`src/rtl/timer16_pkg.sv`:
```
// constants, field layouts and types for the buffered sixteen-bit counter
// ****************************************************************
// ****************************************************************
package timer16_pkg;

  // ****************************************************************
  // register byte addresses, one aligned word each
  // ****************************************************************
  localparam logic [7:0] OFF_COUNT_LOW = 8'h00;
  localparam logic [7:0] OFF_COUNT_HIGH = 8'h04;
  localparam logic [7:0] OFF_CONTROL = 8'h08;
  localparam logic [7:0] OFF_AUX_CONTROL = 8'h0C;
  localparam logic [7:0] OFF_FLAG_TWO = 8'h10;
  localparam logic [7:0] OFF_ENABLE_TWO = 8'h14;

  // ****************************************************************
  // field positions
  // ****************************************************************
  localparam int OSC_EN_BIT = 3; // aux oscillator enable in aux control
  localparam int OVF_BIT = 1; // overflow flag and its enable

  // ****************************************************************
  // values after reset and fixed codes
  // ****************************************************************
  localparam logic [7:0] CONTROL_RESET = 8'h00;
  localparam logic [15:0] COUNT_RESET = 16'h0000;
  localparam logic [15:0] COUNT_MAX = 16'hFFFF;
  localparam logic [7:0] BYTE_RESET = 8'h00;
  localparam logic [3:0] TRIGGER_MODE = 4'hB; // compare with special event trigger
  localparam int PRESC_W = 3; // enough for divide by eight
  localparam logic [PRESC_W-1:0] PRESC_RESET = 3'h0;

  // control register layout, bit 7 first
  typedef struct packed {
    logic buf_en; // buffered access enable
    logic assign_two; // compare two drives this counter
    logic [1:0] presc_sel; // prescale select hi, lo
    logic assign_one; // compare one drives this counter
    logic sync_sel; // sync select
    logic ext_sel; // external clock select
    logic run_en; // count run enable
  } ctrl_t;

endpackage

```
`src/rtl/sixteen_bit_timer_buffered.sv`:
```
// sixteen-bit up-counter with buffered high byte on a classic wishbone slave
`timescale 1ns/1ps
module sixteen_bit_timer_buffered
  import timer16_pkg::*;
(
  // clock and reset
  input wire logic clk_i,
  input wire logic rst_i,
  // wishbone slave
  input wire logic wb_cyc_i,
  input wire logic wb_stb_i,
  input wire logic wb_we_i,
  input wire logic [7:0] wb_adr_i,
  input wire logic [3:0] wb_sel_i,
  input wire logic [31:0] wb_dat_i,
  output logic [31:0] wb_dat_o,
  output logic wb_ack_o,
  // clock source pins
  input wire logic ext_clk_i,
  input wire logic aux_osc_clk_i,
  // compare units, same clock domain
  input wire logic [3:0] compare_one_mode_i,
  input wire logic compare_one_trigger_i,
  input wire logic [3:0] compare_two_mode_i,
  input wire logic compare_two_trigger_i,
  // status out
  output logic [15:0] count_o,
  output logic irq_o
);

  // ****************************************************************
  // state
  // ****************************************************************
  logic [15:0] count_reg; // live counter
  logic [7:0] buffer_reg; // high byte holding buffer
  ctrl_t ctrl_reg; // counter control
  logic aux_osc_en_reg; // aux oscillator enable
  logic flag_reg; // sticky overflow flag
  logic irq_en_reg; // overflow interrupt enable
  logic [PRESC_W-1:0] presc_reg; // prescaler count
  logic ack_reg; // bus answer
  logic [31:0] rd_data_reg; // bus read data
  // synchroniser stages; the meta stage feeds only the next flop
  logic ext_meta_reg;
  logic ext_sync_reg;
  logic ext_prev_reg;
  logic aux_meta_reg;
  logic aux_sync_reg;
  logic aux_prev_reg;

  // ****************************************************************
  // bus decode
  // ****************************************************************
  logic access; // request seen, not yet answered
  logic wr_en; // write taken this edge
  logic rd_en; // read taken this edge
  logic [7:0] wdata; // written byte
  logic wr_low;
  logic wr_high;
  logic rd_low;
  logic rd_high;
  logic [31:0] rd_data_next;

  assign access = wb_cyc_i & wb_stb_i & ~ack_reg;
  // only lane zero carries the byte-wide registers
  assign wr_en = access & wb_we_i & wb_sel_i[0];
  assign rd_en = access & ~wb_we_i;
  assign wdata = wb_dat_i[7:0];
  assign wr_low = wr_en & (wb_adr_i == OFF_COUNT_LOW);
  assign wr_high = wr_en & (wb_adr_i == OFF_COUNT_HIGH);
  assign rd_low = rd_en & (wb_adr_i == OFF_COUNT_LOW);
  assign rd_high = rd_en & (wb_adr_i == OFF_COUNT_HIGH);

  // ack one cycle after the request, dropped the cycle after
  always_ff @(posedge clk_i) begin
    if (rst_i) begin
      ack_reg <= 1'b0;
    end else begin
      ack_reg <= access;
    end
  end

  // read mux; unmapped addresses read zero and still answer
  always_comb begin
    rd_data_next = 32'h0000_0000;
    unique case (wb_adr_i)
      OFF_COUNT_LOW: begin
        rd_data_next[7:0] = count_reg[7:0];
      end
      OFF_COUNT_HIGH: begin
        // buffered mode never exposes the live high byte
        rd_data_next[7:0] = ctrl_reg.buf_en ? buffer_reg : count_reg[15:8];
      end
      OFF_CONTROL: begin
        rd_data_next[7:0] = ctrl_reg;
      end
      OFF_AUX_CONTROL: begin
        rd_data_next[OSC_EN_BIT] = aux_osc_en_reg;
      end
      OFF_FLAG_TWO: begin
        rd_data_next[OVF_BIT] = flag_reg;
      end
      OFF_ENABLE_TWO: begin
        rd_data_next[OVF_BIT] = irq_en_reg;
      end
      default: begin
        rd_data_next = 32'h0000_0000;
      end
    endcase
  end

  // read data registered alongside ack
  always_ff @(posedge clk_i) begin
    if (rst_i) begin
      rd_data_reg <= 32'h0000_0000;
    end else if (rd_en) begin
      rd_data_reg <= rd_data_next;
    end
  end

  assign wb_ack_o = ack_reg;
  assign wb_dat_o = rd_data_reg;

  // ****************************************************************
  // configuration registers
  // ****************************************************************
  // control and enables; writes take effect at the request edge
  always_ff @(posedge clk_i) begin
    if (rst_i) begin
      ctrl_reg <= CONTROL_RESET;
      aux_osc_en_reg <= 1'b0;
      irq_en_reg <= 1'b0;
    end else if (wr_en) begin
      if (wb_adr_i == OFF_CONTROL) begin
        ctrl_reg <= wdata;
      end
      if (wb_adr_i == OFF_AUX_CONTROL) begin
        aux_osc_en_reg <= wdata[OSC_EN_BIT];
      end
      if (wb_adr_i == OFF_ENABLE_TWO) begin
        irq_en_reg <= wdata[OVF_BIT];
      end
    end
  end

  // ****************************************************************
  // clock source selection
  // ****************************************************************
  // pins are asynchronous: two flops, then a third for the edge
  always_ff @(posedge clk_i) begin
    if (rst_i) begin
      ext_meta_reg <= 1'b0;
      ext_sync_reg <= 1'b0;
      ext_prev_reg <= 1'b0;
      aux_meta_reg <= 1'b0;
      aux_sync_reg <= 1'b0;
      aux_prev_reg <= 1'b0;
    end else begin
      ext_meta_reg <= ext_clk_i;
      ext_sync_reg <= ext_meta_reg;
      ext_prev_reg <= ext_sync_reg;
      aux_meta_reg <= aux_osc_clk_i;
      aux_sync_reg <= aux_meta_reg;
      aux_prev_reg <= aux_sync_reg;
    end
  end

  logic ext_rise; // rising edge of the external pin
  logic aux_rise; // rising edge of the oscillator
  logic src_tick; // one advance of the selected source
  assign ext_rise = ext_sync_reg & ~ext_prev_reg;
  assign aux_rise = aux_sync_reg & ~aux_prev_reg;

  // the sync select bit changes nothing here: every source is
  // resynchronised, so the counter always behaves synchronously
  always_comb begin
    if (!ctrl_reg.ext_sel) begin
      src_tick = 1'b1; // system clock
    end else if (aux_osc_en_reg) begin
      src_tick = aux_rise;
    end else begin
      src_tick = ext_rise;
    end
  end

  // ****************************************************************
  // prescaler
  // ****************************************************************
  logic [PRESC_W-1:0] presc_limit; // last count before a tick
  logic presc_tick; // counter advances this edge
  assign presc_limit = PRESC_W'((4'h1 << ctrl_reg.presc_sel) - 4'h1);
  assign presc_tick = ctrl_reg.run_en & src_tick & (presc_reg == presc_limit);

  // cleared by low writes only; high writes leave it alone
  always_ff @(posedge clk_i) begin
    if (rst_i) begin
      presc_reg <= PRESC_RESET;
    end else if (wr_low) begin
      presc_reg <= PRESC_RESET;
    end else if (ctrl_reg.run_en && src_tick) begin
      presc_reg <= presc_tick ? PRESC_RESET : presc_reg + 3'h1;
    end
  end

  // ****************************************************************
  // compare triggers
  // ****************************************************************
  logic trig_one;
  logic trig_two;
  logic trig_reset; // zero the count this edge
  logic count_write; // software touches the live count
  assign trig_one = compare_one_trigger_i & ctrl_reg.assign_one & (compare_one_mode_i == TRIGGER_MODE);
  // compare two value becomes the period when it resets us
  assign trig_two = compare_two_trigger_i & ctrl_reg.assign_two & (compare_two_mode_i == TRIGGER_MODE);
  assign trig_reset = trig_one | trig_two;
  assign count_write = wr_low | (wr_high & ~ctrl_reg.buf_en);

  // ****************************************************************
  // counter and holding buffer
  // ****************************************************************
  logic ovf_evt; // genuine wrap, never a trigger
  assign ovf_evt = presc_tick & (count_reg == COUNT_MAX) & ~count_write & ~trig_reset;

  // priority: write, trigger, count
  always_ff @(posedge clk_i) begin
    if (rst_i) begin
      count_reg <= COUNT_RESET;
    end else if (wr_low) begin
      // buffered: all sixteen bits land together
      count_reg <= {ctrl_reg.buf_en ? buffer_reg : count_reg[15:8], wdata};
    end else if (wr_high && !ctrl_reg.buf_en) begin
      count_reg[15:8] <= wdata;
    end else if (trig_reset) begin
      count_reg <= COUNT_RESET;
    end else if (presc_tick) begin
      count_reg <= count_reg + 16'h0001;
    end
  end

  // in buffered mode the buffer catches high writes and snapshots on low reads
  always_ff @(posedge clk_i) begin
    if (rst_i) begin
      buffer_reg <= BYTE_RESET;
    end else if (wr_high && ctrl_reg.buf_en) begin
      buffer_reg <= wdata;
    end else if (rd_low && ctrl_reg.buf_en) begin
      buffer_reg <= count_reg[15:8];
    end
  end

  assign count_o = count_reg;

  // ****************************************************************
  // interrupt
  // ****************************************************************
  logic flag_clr; // write one to clear
  assign flag_clr = wr_en & (wb_adr_i == OFF_FLAG_TWO) & wdata[OVF_BIT];

  // a wrap in the clearing cycle still sets the flag
  always_ff @(posedge clk_i) begin
    if (rst_i) begin
      flag_reg <= 1'b0;
    end else begin
      flag_reg <= (flag_reg & ~flag_clr) | ovf_evt;
    end
  end

  assign irq_o = flag_reg & irq_en_reg;
endmodule

```
`config.mk`:
```
export PLATFORM = sky130hd
export DESIGN_NAME = sixteen_bit_timer_buffered
export DESIGN_NICKNAME = d
export VERILOG_FILES = /design/src/rtl/timer16_pkg.sv /design/src/rtl/sixteen_bit_timer_buffered.sv
export SDC_FILE = /design/constraint.sdc
export NUM_CORES = 1
export LEC_CHECK = 0
export CORE_MARGIN = 3
export CORE_UTILIZATION = 57
export DETAILED_ROUTE_END_ITERATION = 10
export DONT_BUFFER_PORTS = 1
export PLACE_DENSITY_LB_ADDON = 0.08
export SETUP_SLACK_MARGIN = 0.3
export SLEW_MARGIN = 15
export SYNTH_ARGS = -nofsm -noshare
export SYNTH_HDL_FRONTEND = slang
export SYNTH_SLANG_ARGS = --single-unit
```
`constraint.sdc`:
```
create_clock -name clk_i -period 2.3 [get_ports clk_i]
set_input_delay 0.115 -clock clk_i [delete_from_list [all_inputs] [get_ports clk_i]]
set_output_delay 0.115 -clock clk_i [all_outputs]
set_load 0.02 [all_outputs]
```
==> results.md, run 1 <==
* Status: complete, no violations
* Final Power at 1.70 mW
* Final setup violation count at 0
* Die height at 79.8 um
* Syn Area/Cell at 8.19 um^2
* Max reg flops at 16
* Vias at 2925
* Area leader, netlist: dfxtp_1
* Clk slew on worst S/H paths at 0.09 ns
* IO buf count at 0
* Area delta synth->final at 12.6%
* Pwr/cell area at 488 mW/mm^2
* # DRC at 0
* GPL Wtd Cong at 0.899
* Die Area at 0.00636 mm^2
* Primary FF master, synth: dfxtp_1
* Max-Slew Margin vs Limit at 0.583
* Post-synth EDFFs at 0
* CTS H-Tree Depth at 2
* Mapped cell area at 0.00310 mm^2
* Row cnt at 26
* Total grt overflow at 0
* Worst skew pair latency at 0.31 ns
* CTS Buf Count at 5
* Post-Place Cells at 458
* Total Nets Final at 469
* CTS tree: done
* Vias in the first global route at 2829
* Sequential fraction of the synthesis area at 0.342
* Antenna-violating nets left at 0
* Worst Setup Start Kind: register
* Setup Buffers After CTS at 0
* Post-layout min period at 1.89 ns
* Clk_skew at 0.00798 ns
* ANT cells at 0
* Io pins at 111
* CP Capture Type: register
* GRT Total Usage at 0.284
* Yosys cell types at 56
* Initial antenna violation count at 0
* Avg WL per Cell at 18.3 um
* Worst Max-Slew Pin Slew at 0.620 ns
* Synthesized netlist cell count at 379
* Yosys warns at 0
* Worst Hold Class: input pin to register
* Fill count at 453
* Final count of hold timing violations at 0
* Clock Sinks at 53
* Layout cell share with drive strength beyond 1 at 0.150
* Starting Density at 0.600
* Leakage at 1.21 nW
* Chip Width at 79.8 um
* Clock Tree Root: clkbuf_8
* RSZ-0062 raised after global routing: false
* MaxCap Viol Count at 0
* Slew Limit Fails at 0
* Worst-case clock buffer depth at 2
* Final period util at 0.820
* Data arrival, critical path at 2.13 ns
* Sequential power share at 0.545
* Largest vdd supply drop at 0.000300 V
* FF+latch count, synth at 53
* DP HPWL at 6240 um
* Non-filler instance count after layout at 477
* Core footprint at 0.00517 mm^2
* Initial drt markers at 216
* Largest net degree at the start of global routing at 52
* WS Path Type: register to register
* Vias per std cell at 6.13
* Synth async-reset ratio at 0
* Clk pwr share at 0.392
* Final WL at 8740 um
* Switching Share at 0.231
* Psw at 0.394 mW
* Global-route wire length before repair at 14100 um
* Max frequency at 530 MHz
* Internal power at 1.31 mW
* Drt first pass iters at 6
* TNS Setup at 0 ns
* CP Max Fanout at 5
* Share of the synthesized area in the top cell type at 0.342
* CP required at 2.54 ns
* Combinational fraction of design power at 0.062
* Synth top area cells: dfxtp_1, mux2i_1, nor2_1
==> synth_stat cells (4+ instances only) <==
| master | number |
|---|---|
| a211oi_1 | 15 |
| buf_4 | 24 |
| or3_1 | 4 |
| nand2_1 | 29 |
| inv_1 | 6 |
| dfxtp_1 | 53 |
| a22oi_1 | 11 |
| a221oi_1 | 4 |
| nor2b_1 | 8 |
| mux2i_1 | 22 |
| nor3_1 | 13 |
| nand3_1 | 7 |
| o21ai_0 | 13 |
| a221o_1 | 9 |
| and3_1 | 5 |
| clkbuf_1 | 9 |
| a21oi_1 | 25 |
| nor2_1 | 58 |
==> cell type report <==
class	count	area, um^2	share of cell area
multi-input cells	302	1880	0.538
flip-flops and latches	53	1060	0.304
repair buffers	38	323	0.0924
well taps	70	87.6	0.0251
clock buffers	6	82.6	0.0236
clock inverters	2	37.5	0.0107
inverters	6	22.5	0.00644
==> worst paths after layout <==
check	startpoint	end	slack [ns]	cells past startpoint
setup / recovery	count_o[1]	flag_reg	0.41	7
hold / removal	wb_dat_i[1]	count_o[1]	0.007	2
setup reg to reg	count_o[1]	flag_reg	0.41	7
hold reg to reg	aux_meta_reg	aux_sync_reg	0.44	1
==> worst max-delay path, cell delays in order (launching register included) <==
cell and delay (ns):
dfxtp_1 0.38, ha_2 0.24, nand2_1 0.06, or2_2 0.31, nor2_1 0.17, nand2_2 0.12, or3_1 0.38, a21oi_1 0.16
==> per-stage QoR <==
step           hold WS [ns]  worst slack (ns)  cell area [um^2]   util
6_report            0.00664             0.415              3490  0.676
5_1_grt              0.0260             0.328              3490  0.676
4_1_cts            0.000276             0.308              3480  0.672
3_5_place_dp          0.191             0.257              3230  0.625
3_3_place_gp          0.190             0.264              3230  0.625
2_1_floorplan         0.243             0.172              3220      -
==> power by group through the flow <==
stage | Sequential [mW] | Combinational [mW] | Clock (mW)
floorplan | 0.950 | 0.108 | 0
global placement | 0.951 | 0.0681 | 0
detailed placement | 0.951 | 0.0683 | 0
CTS | 0.929 | 0.105 | 0.674
global route | 0.930 | 0.115 | 0.720
finish | 0.929 | 0.106 | 0.669
==> what timing repair did <==
action	in CTS	in global routing
gates cloned	0	0
gates resized for setup	1	7
pin swaps	0	2
hold buffers	11	0
hold endpoints to repair	50	0
endpoints found under the setup margin	1	23
==> kinds of logic (layout without fill, tap and decap cells) <==
kind of cell             after synthesis  after routing  share of synthesized area
buffers and inverters                 47             52                     0.0944
AO/OA/AOI/OAI                         98             98                      0.225
XOR/XNOR                               5              5                     0.0141
flip-flops                            53             53                      0.342
multiplexers                          23             23                     0.0746
AND/OR/NAND/NOR                      150            150                      0.241
other                                  1             24                    0.00121
adder cells (fa/ha/maj)                2              2                    0.00806
==> per-layer routing <==
| metal | track usage | routed length, um | up-vias |
|---|---|---|---|
| li1 | - | - | 1392 |
| met1 | 0.351 | 3620 | 1361 |
| met2 | 0.473 | 4120 | 154 |
| met3 | 0.0779 | 800 | 18 |
| met4 | 0.0963 | 198 | 0 |
| met5 | 0 | 0 | - |
==> cells in the final DEF, fill, tap and decap left out, drive strengths merged, types with 5 or more instances in the layout <==
master,Yosys,routed
inv,6,6
a211oi,15,15
buf,32,28
conb,1,24
a21oi,26,26
mux2i,22,22
o21ai,13,13
a221o,9,9
nand2,29,29
nand3,7,7
nor2,58,58
clkbuf,9,6
nor3,14,14
nor2b,8,8
and3,5,5
dfxtp,53,53
dlygate4sd3,0,10
a22oi,11,11
Power figures use the tool's default switching activity.
==> inputs of run 2 (changes only) <==
--- a/config.mk
+++ b/config.mk
@@ -6,7 +6,7 @@
 export NUM_CORES = 1
 export LEC_CHECK = 0
 export CORE_MARGIN = 3
-export CORE_UTILIZATION = 57
+export CORE_UTILIZATION = 59
 export DETAILED_ROUTE_END_ITERATION = 10
 export DONT_BUFFER_PORTS = 1
 export PLACE_DENSITY_LB_ADDON = 0.08
==> constraint.sdc (replaced) <==
create_clock -name clk_i -period 1.9 [get_ports clk_i]
set_input_delay 0.095 -clock clk_i [delete_from_list [all_inputs] [get_ports clk_i]]
set_output_delay 0.095 -clock clk_i [all_outputs]
set_load 0.02 [all_outputs]
==> results.md, run 2 (synthesized netlist as in run 1, its figures left out) <==
* WS Path Type: register to register
* Final period util at 0.999 (+0.179)
* Final setup violation count at 0 (unchanged)
* RSZ-0062 raised after global routing: true
* Worst Path Buf+Inv at 0 (unchanged)
* Failing checks: negative hold slack
* Data arrival, critical path at 2.12 ns (about the same)
* Initial antenna violation count at 0 (unchanged)
* Antenna-violating nets left at 0 (unchanged)
* Status: finished, violations left
* Final count of hold timing violations at 1 (+1)
* GRT Total Usage at 0.321 (+0.0378)
* CP Capture Type: register
* Row cnt at 25 (-3.8%)
* Core footprint at 0.00491 mm^2 (-5.1%)
* Largest net degree at the start of global routing at 52 (unchanged)
* Post-layout min period at 1.90 ns (+0.0123 ns)
* Max-Slew Margin vs Limit at 0.639 (+0.0556)
* Slew Limit Fails at 0 (unchanged)
* Total grt overflow at 0 (unchanged)
* CP Max Fanout at 8 (+3)
* Largest vdd supply drop at 0.000469 V (+56%)
* Area delta synth->final at 37.5%
* Max frequency at 527 MHz (-0.65%)
* Drt first pass iters at 5 (-1)
* CP required at 2.12 ns (-0.42 ns)
* Total Nets Final at 506 (+7.9%)
* GPL Wtd Cong at 0.918 (+2.1%)
* Hold path endpoint: count_o[10]
* DP HPWL at 6360 um (+2.0%)
* Pwr/cell area at 490 mW/mm^2 (+0.37%)
* Starting Density at 0.632 (+0.0319)
* Vias at 3442 (+18%)
* Clock Sinks at 53 (unchanged)
* RR Endpoint: count_o[9]
* Final Power at 2.09 mW (+23%)
* Most frequent cells in the layout: buf_4, nor2_1, dfxtp_1
* Avg WL per Cell at 21.8 um (+19%)
* Final WL at 11100 um (+27%)
* # DRC at 0 (unchanged)
* Chip Width at 78.5 um (-1.6%)
* Hold Path Stages at 2 (unchanged)
* CTS H-Tree Depth at 2 (unchanged)
* Clock Tree Root: clkbuf_8
* MaxCap Viol Count at 0 (unchanged)
* Die height at 78.5 um (-1.6%)
* Vias in the first global route at 3056 (+8.0%)
* Reg2Reg Depth at 6 (-1)
* Max reg flops at 16 (unchanged)
* Worst Setup Start Kind: register
* Critical-path cell list: nor2_1, o21ai_1, a21o_2, nand2_4, a21boi_2, o21a_1
* Worst hold slack at -0.00938 ns (-0.0160 ns)
* Initial drt markers at 494 (+130%)
* Die Area at 0.00617 mm^2 (-3.1%)
* FF-to-FF Start: presc_reg[0]
* Global-route wire length before repair at 15500 um (+10%)
* Slowest CP cell: dfxtp_1
* IO buf count at 0 (unchanged)
* Clk_skew at 0.0131 ns (+0.00507 ns)
* ANT cells at 0 (unchanged)
* Clk slew on worst S/H paths at 0.11 ns (+0.02 ns)
* Area occupied by multi-input gates at 0.00225 mm^2 (+20%)
* Register area at 0.00108 mm^2 (+1.9%)
* Fill count at 248 (-45%)
* Worst Min Path Start: wb_dat_i[2]
* Delay-heaviest family, CP: compound AO/OA/AOI/OAI gates
* Io pins at 111 (unchanged)
* CTS Buf Count at 5 (unchanged)
* Final WS setup at 0.00236 ns (-0.412 ns)
* Layout cell share with drive strength beyond 1 at 0.354 (+0.204)
* Placement Setup Slack at -0.101 ns (-0.359 ns)
* Leading cell type in the layout, fill and taps excluded: buf_4
* Leakage at 1.49 nW (+24%)
* Worst Max-Slew Pin Slew at 0.541 ns (-0.0793 ns)
* TNS Setup at 0 ns (unchanged)
* CTS tree: done
* Worst-case clock buffer depth at 2 (unchanged)
* Crit-path max cell delay at 0.46 ns (+0.08 ns)
* Vias per std cell at 6.74 (+9.8%)
* Reg2Reg Setup Slack at 0.002 ns (-0.41 ns)
* Worst Hold Class: input pin to register
* Worst skew pair latency at 0.32 ns (about the same)
## run 2: changes by cell type in the layout (fill, tap and decap cells not counted), sizes merged
cell	previous run	this run
buf	28	60
dlygate4sd3	10	14
a21o	2	3
clkinv	0	1
clkinvlp	1	0
## run 2: metal layers
metal,routed length (um),share of wire,track usage
met1,4100,0.37,0.410
met3,1450,0.13,0.0837
met2,5030,0.45,0.511
met4,555,0.050,0.135
met5,0,0,0
## run 2: timing repair
action                     4_1_cts  5_1_grt
hold buffers                    13        2
pin swaps                       16       29
setup endpoints to repair       33       39
cloned                           2        0
resized for setup               53       48
hold endpoints to repair        50        2
setup buffers                    6        9
## run 2: area by class of cell
cell class              instances  share of cell area
well taps                      67              0.0197
multi-input cells             303               0.528
clock buffers                   6              0.0170
inverters                       6             0.00528
repair buffers                 74               0.167
flip-flops and latches         53               0.254
clock inverters                 2             0.00909
## run 2: power breakdown
part	switching [mW]	leakage, nW	total (mW)	internal [mW]
Clock	0.407	0.0554	0.804	0.397
Combinational	0.110	1.00	0.166	0.0559
Sequential	0.00617	0.434	1.12	1.11
## run 2: worst max-delay path by stage
stage	startpoint	to	slack, ns	cells past startpoint
after floorplan	wb_ack_o	count_o[7]	-0.23	8
after global placement	wb_adr_i[0]	count_o[13]	-0.07	7
after detailed placement	wb_adr_i[0]	count_o[10]	-0.10	7
after CTS	wb_ack_o	count_o[10]	0.13	7
after global routing	wb_ack_o	count_o[9]	-0.02	9
final	presc_reg[0]	count_o[9]	0.002	6
## run 2: through the flow
step	area, um^2	util	cells
final	4270	0.869	511
after detailed placement	3450	0.703	471
after global routing	4270	0.869	511
after CTS	3990	0.812	500
after floorplan	3280	-	402
after global placement	3450	0.703	471
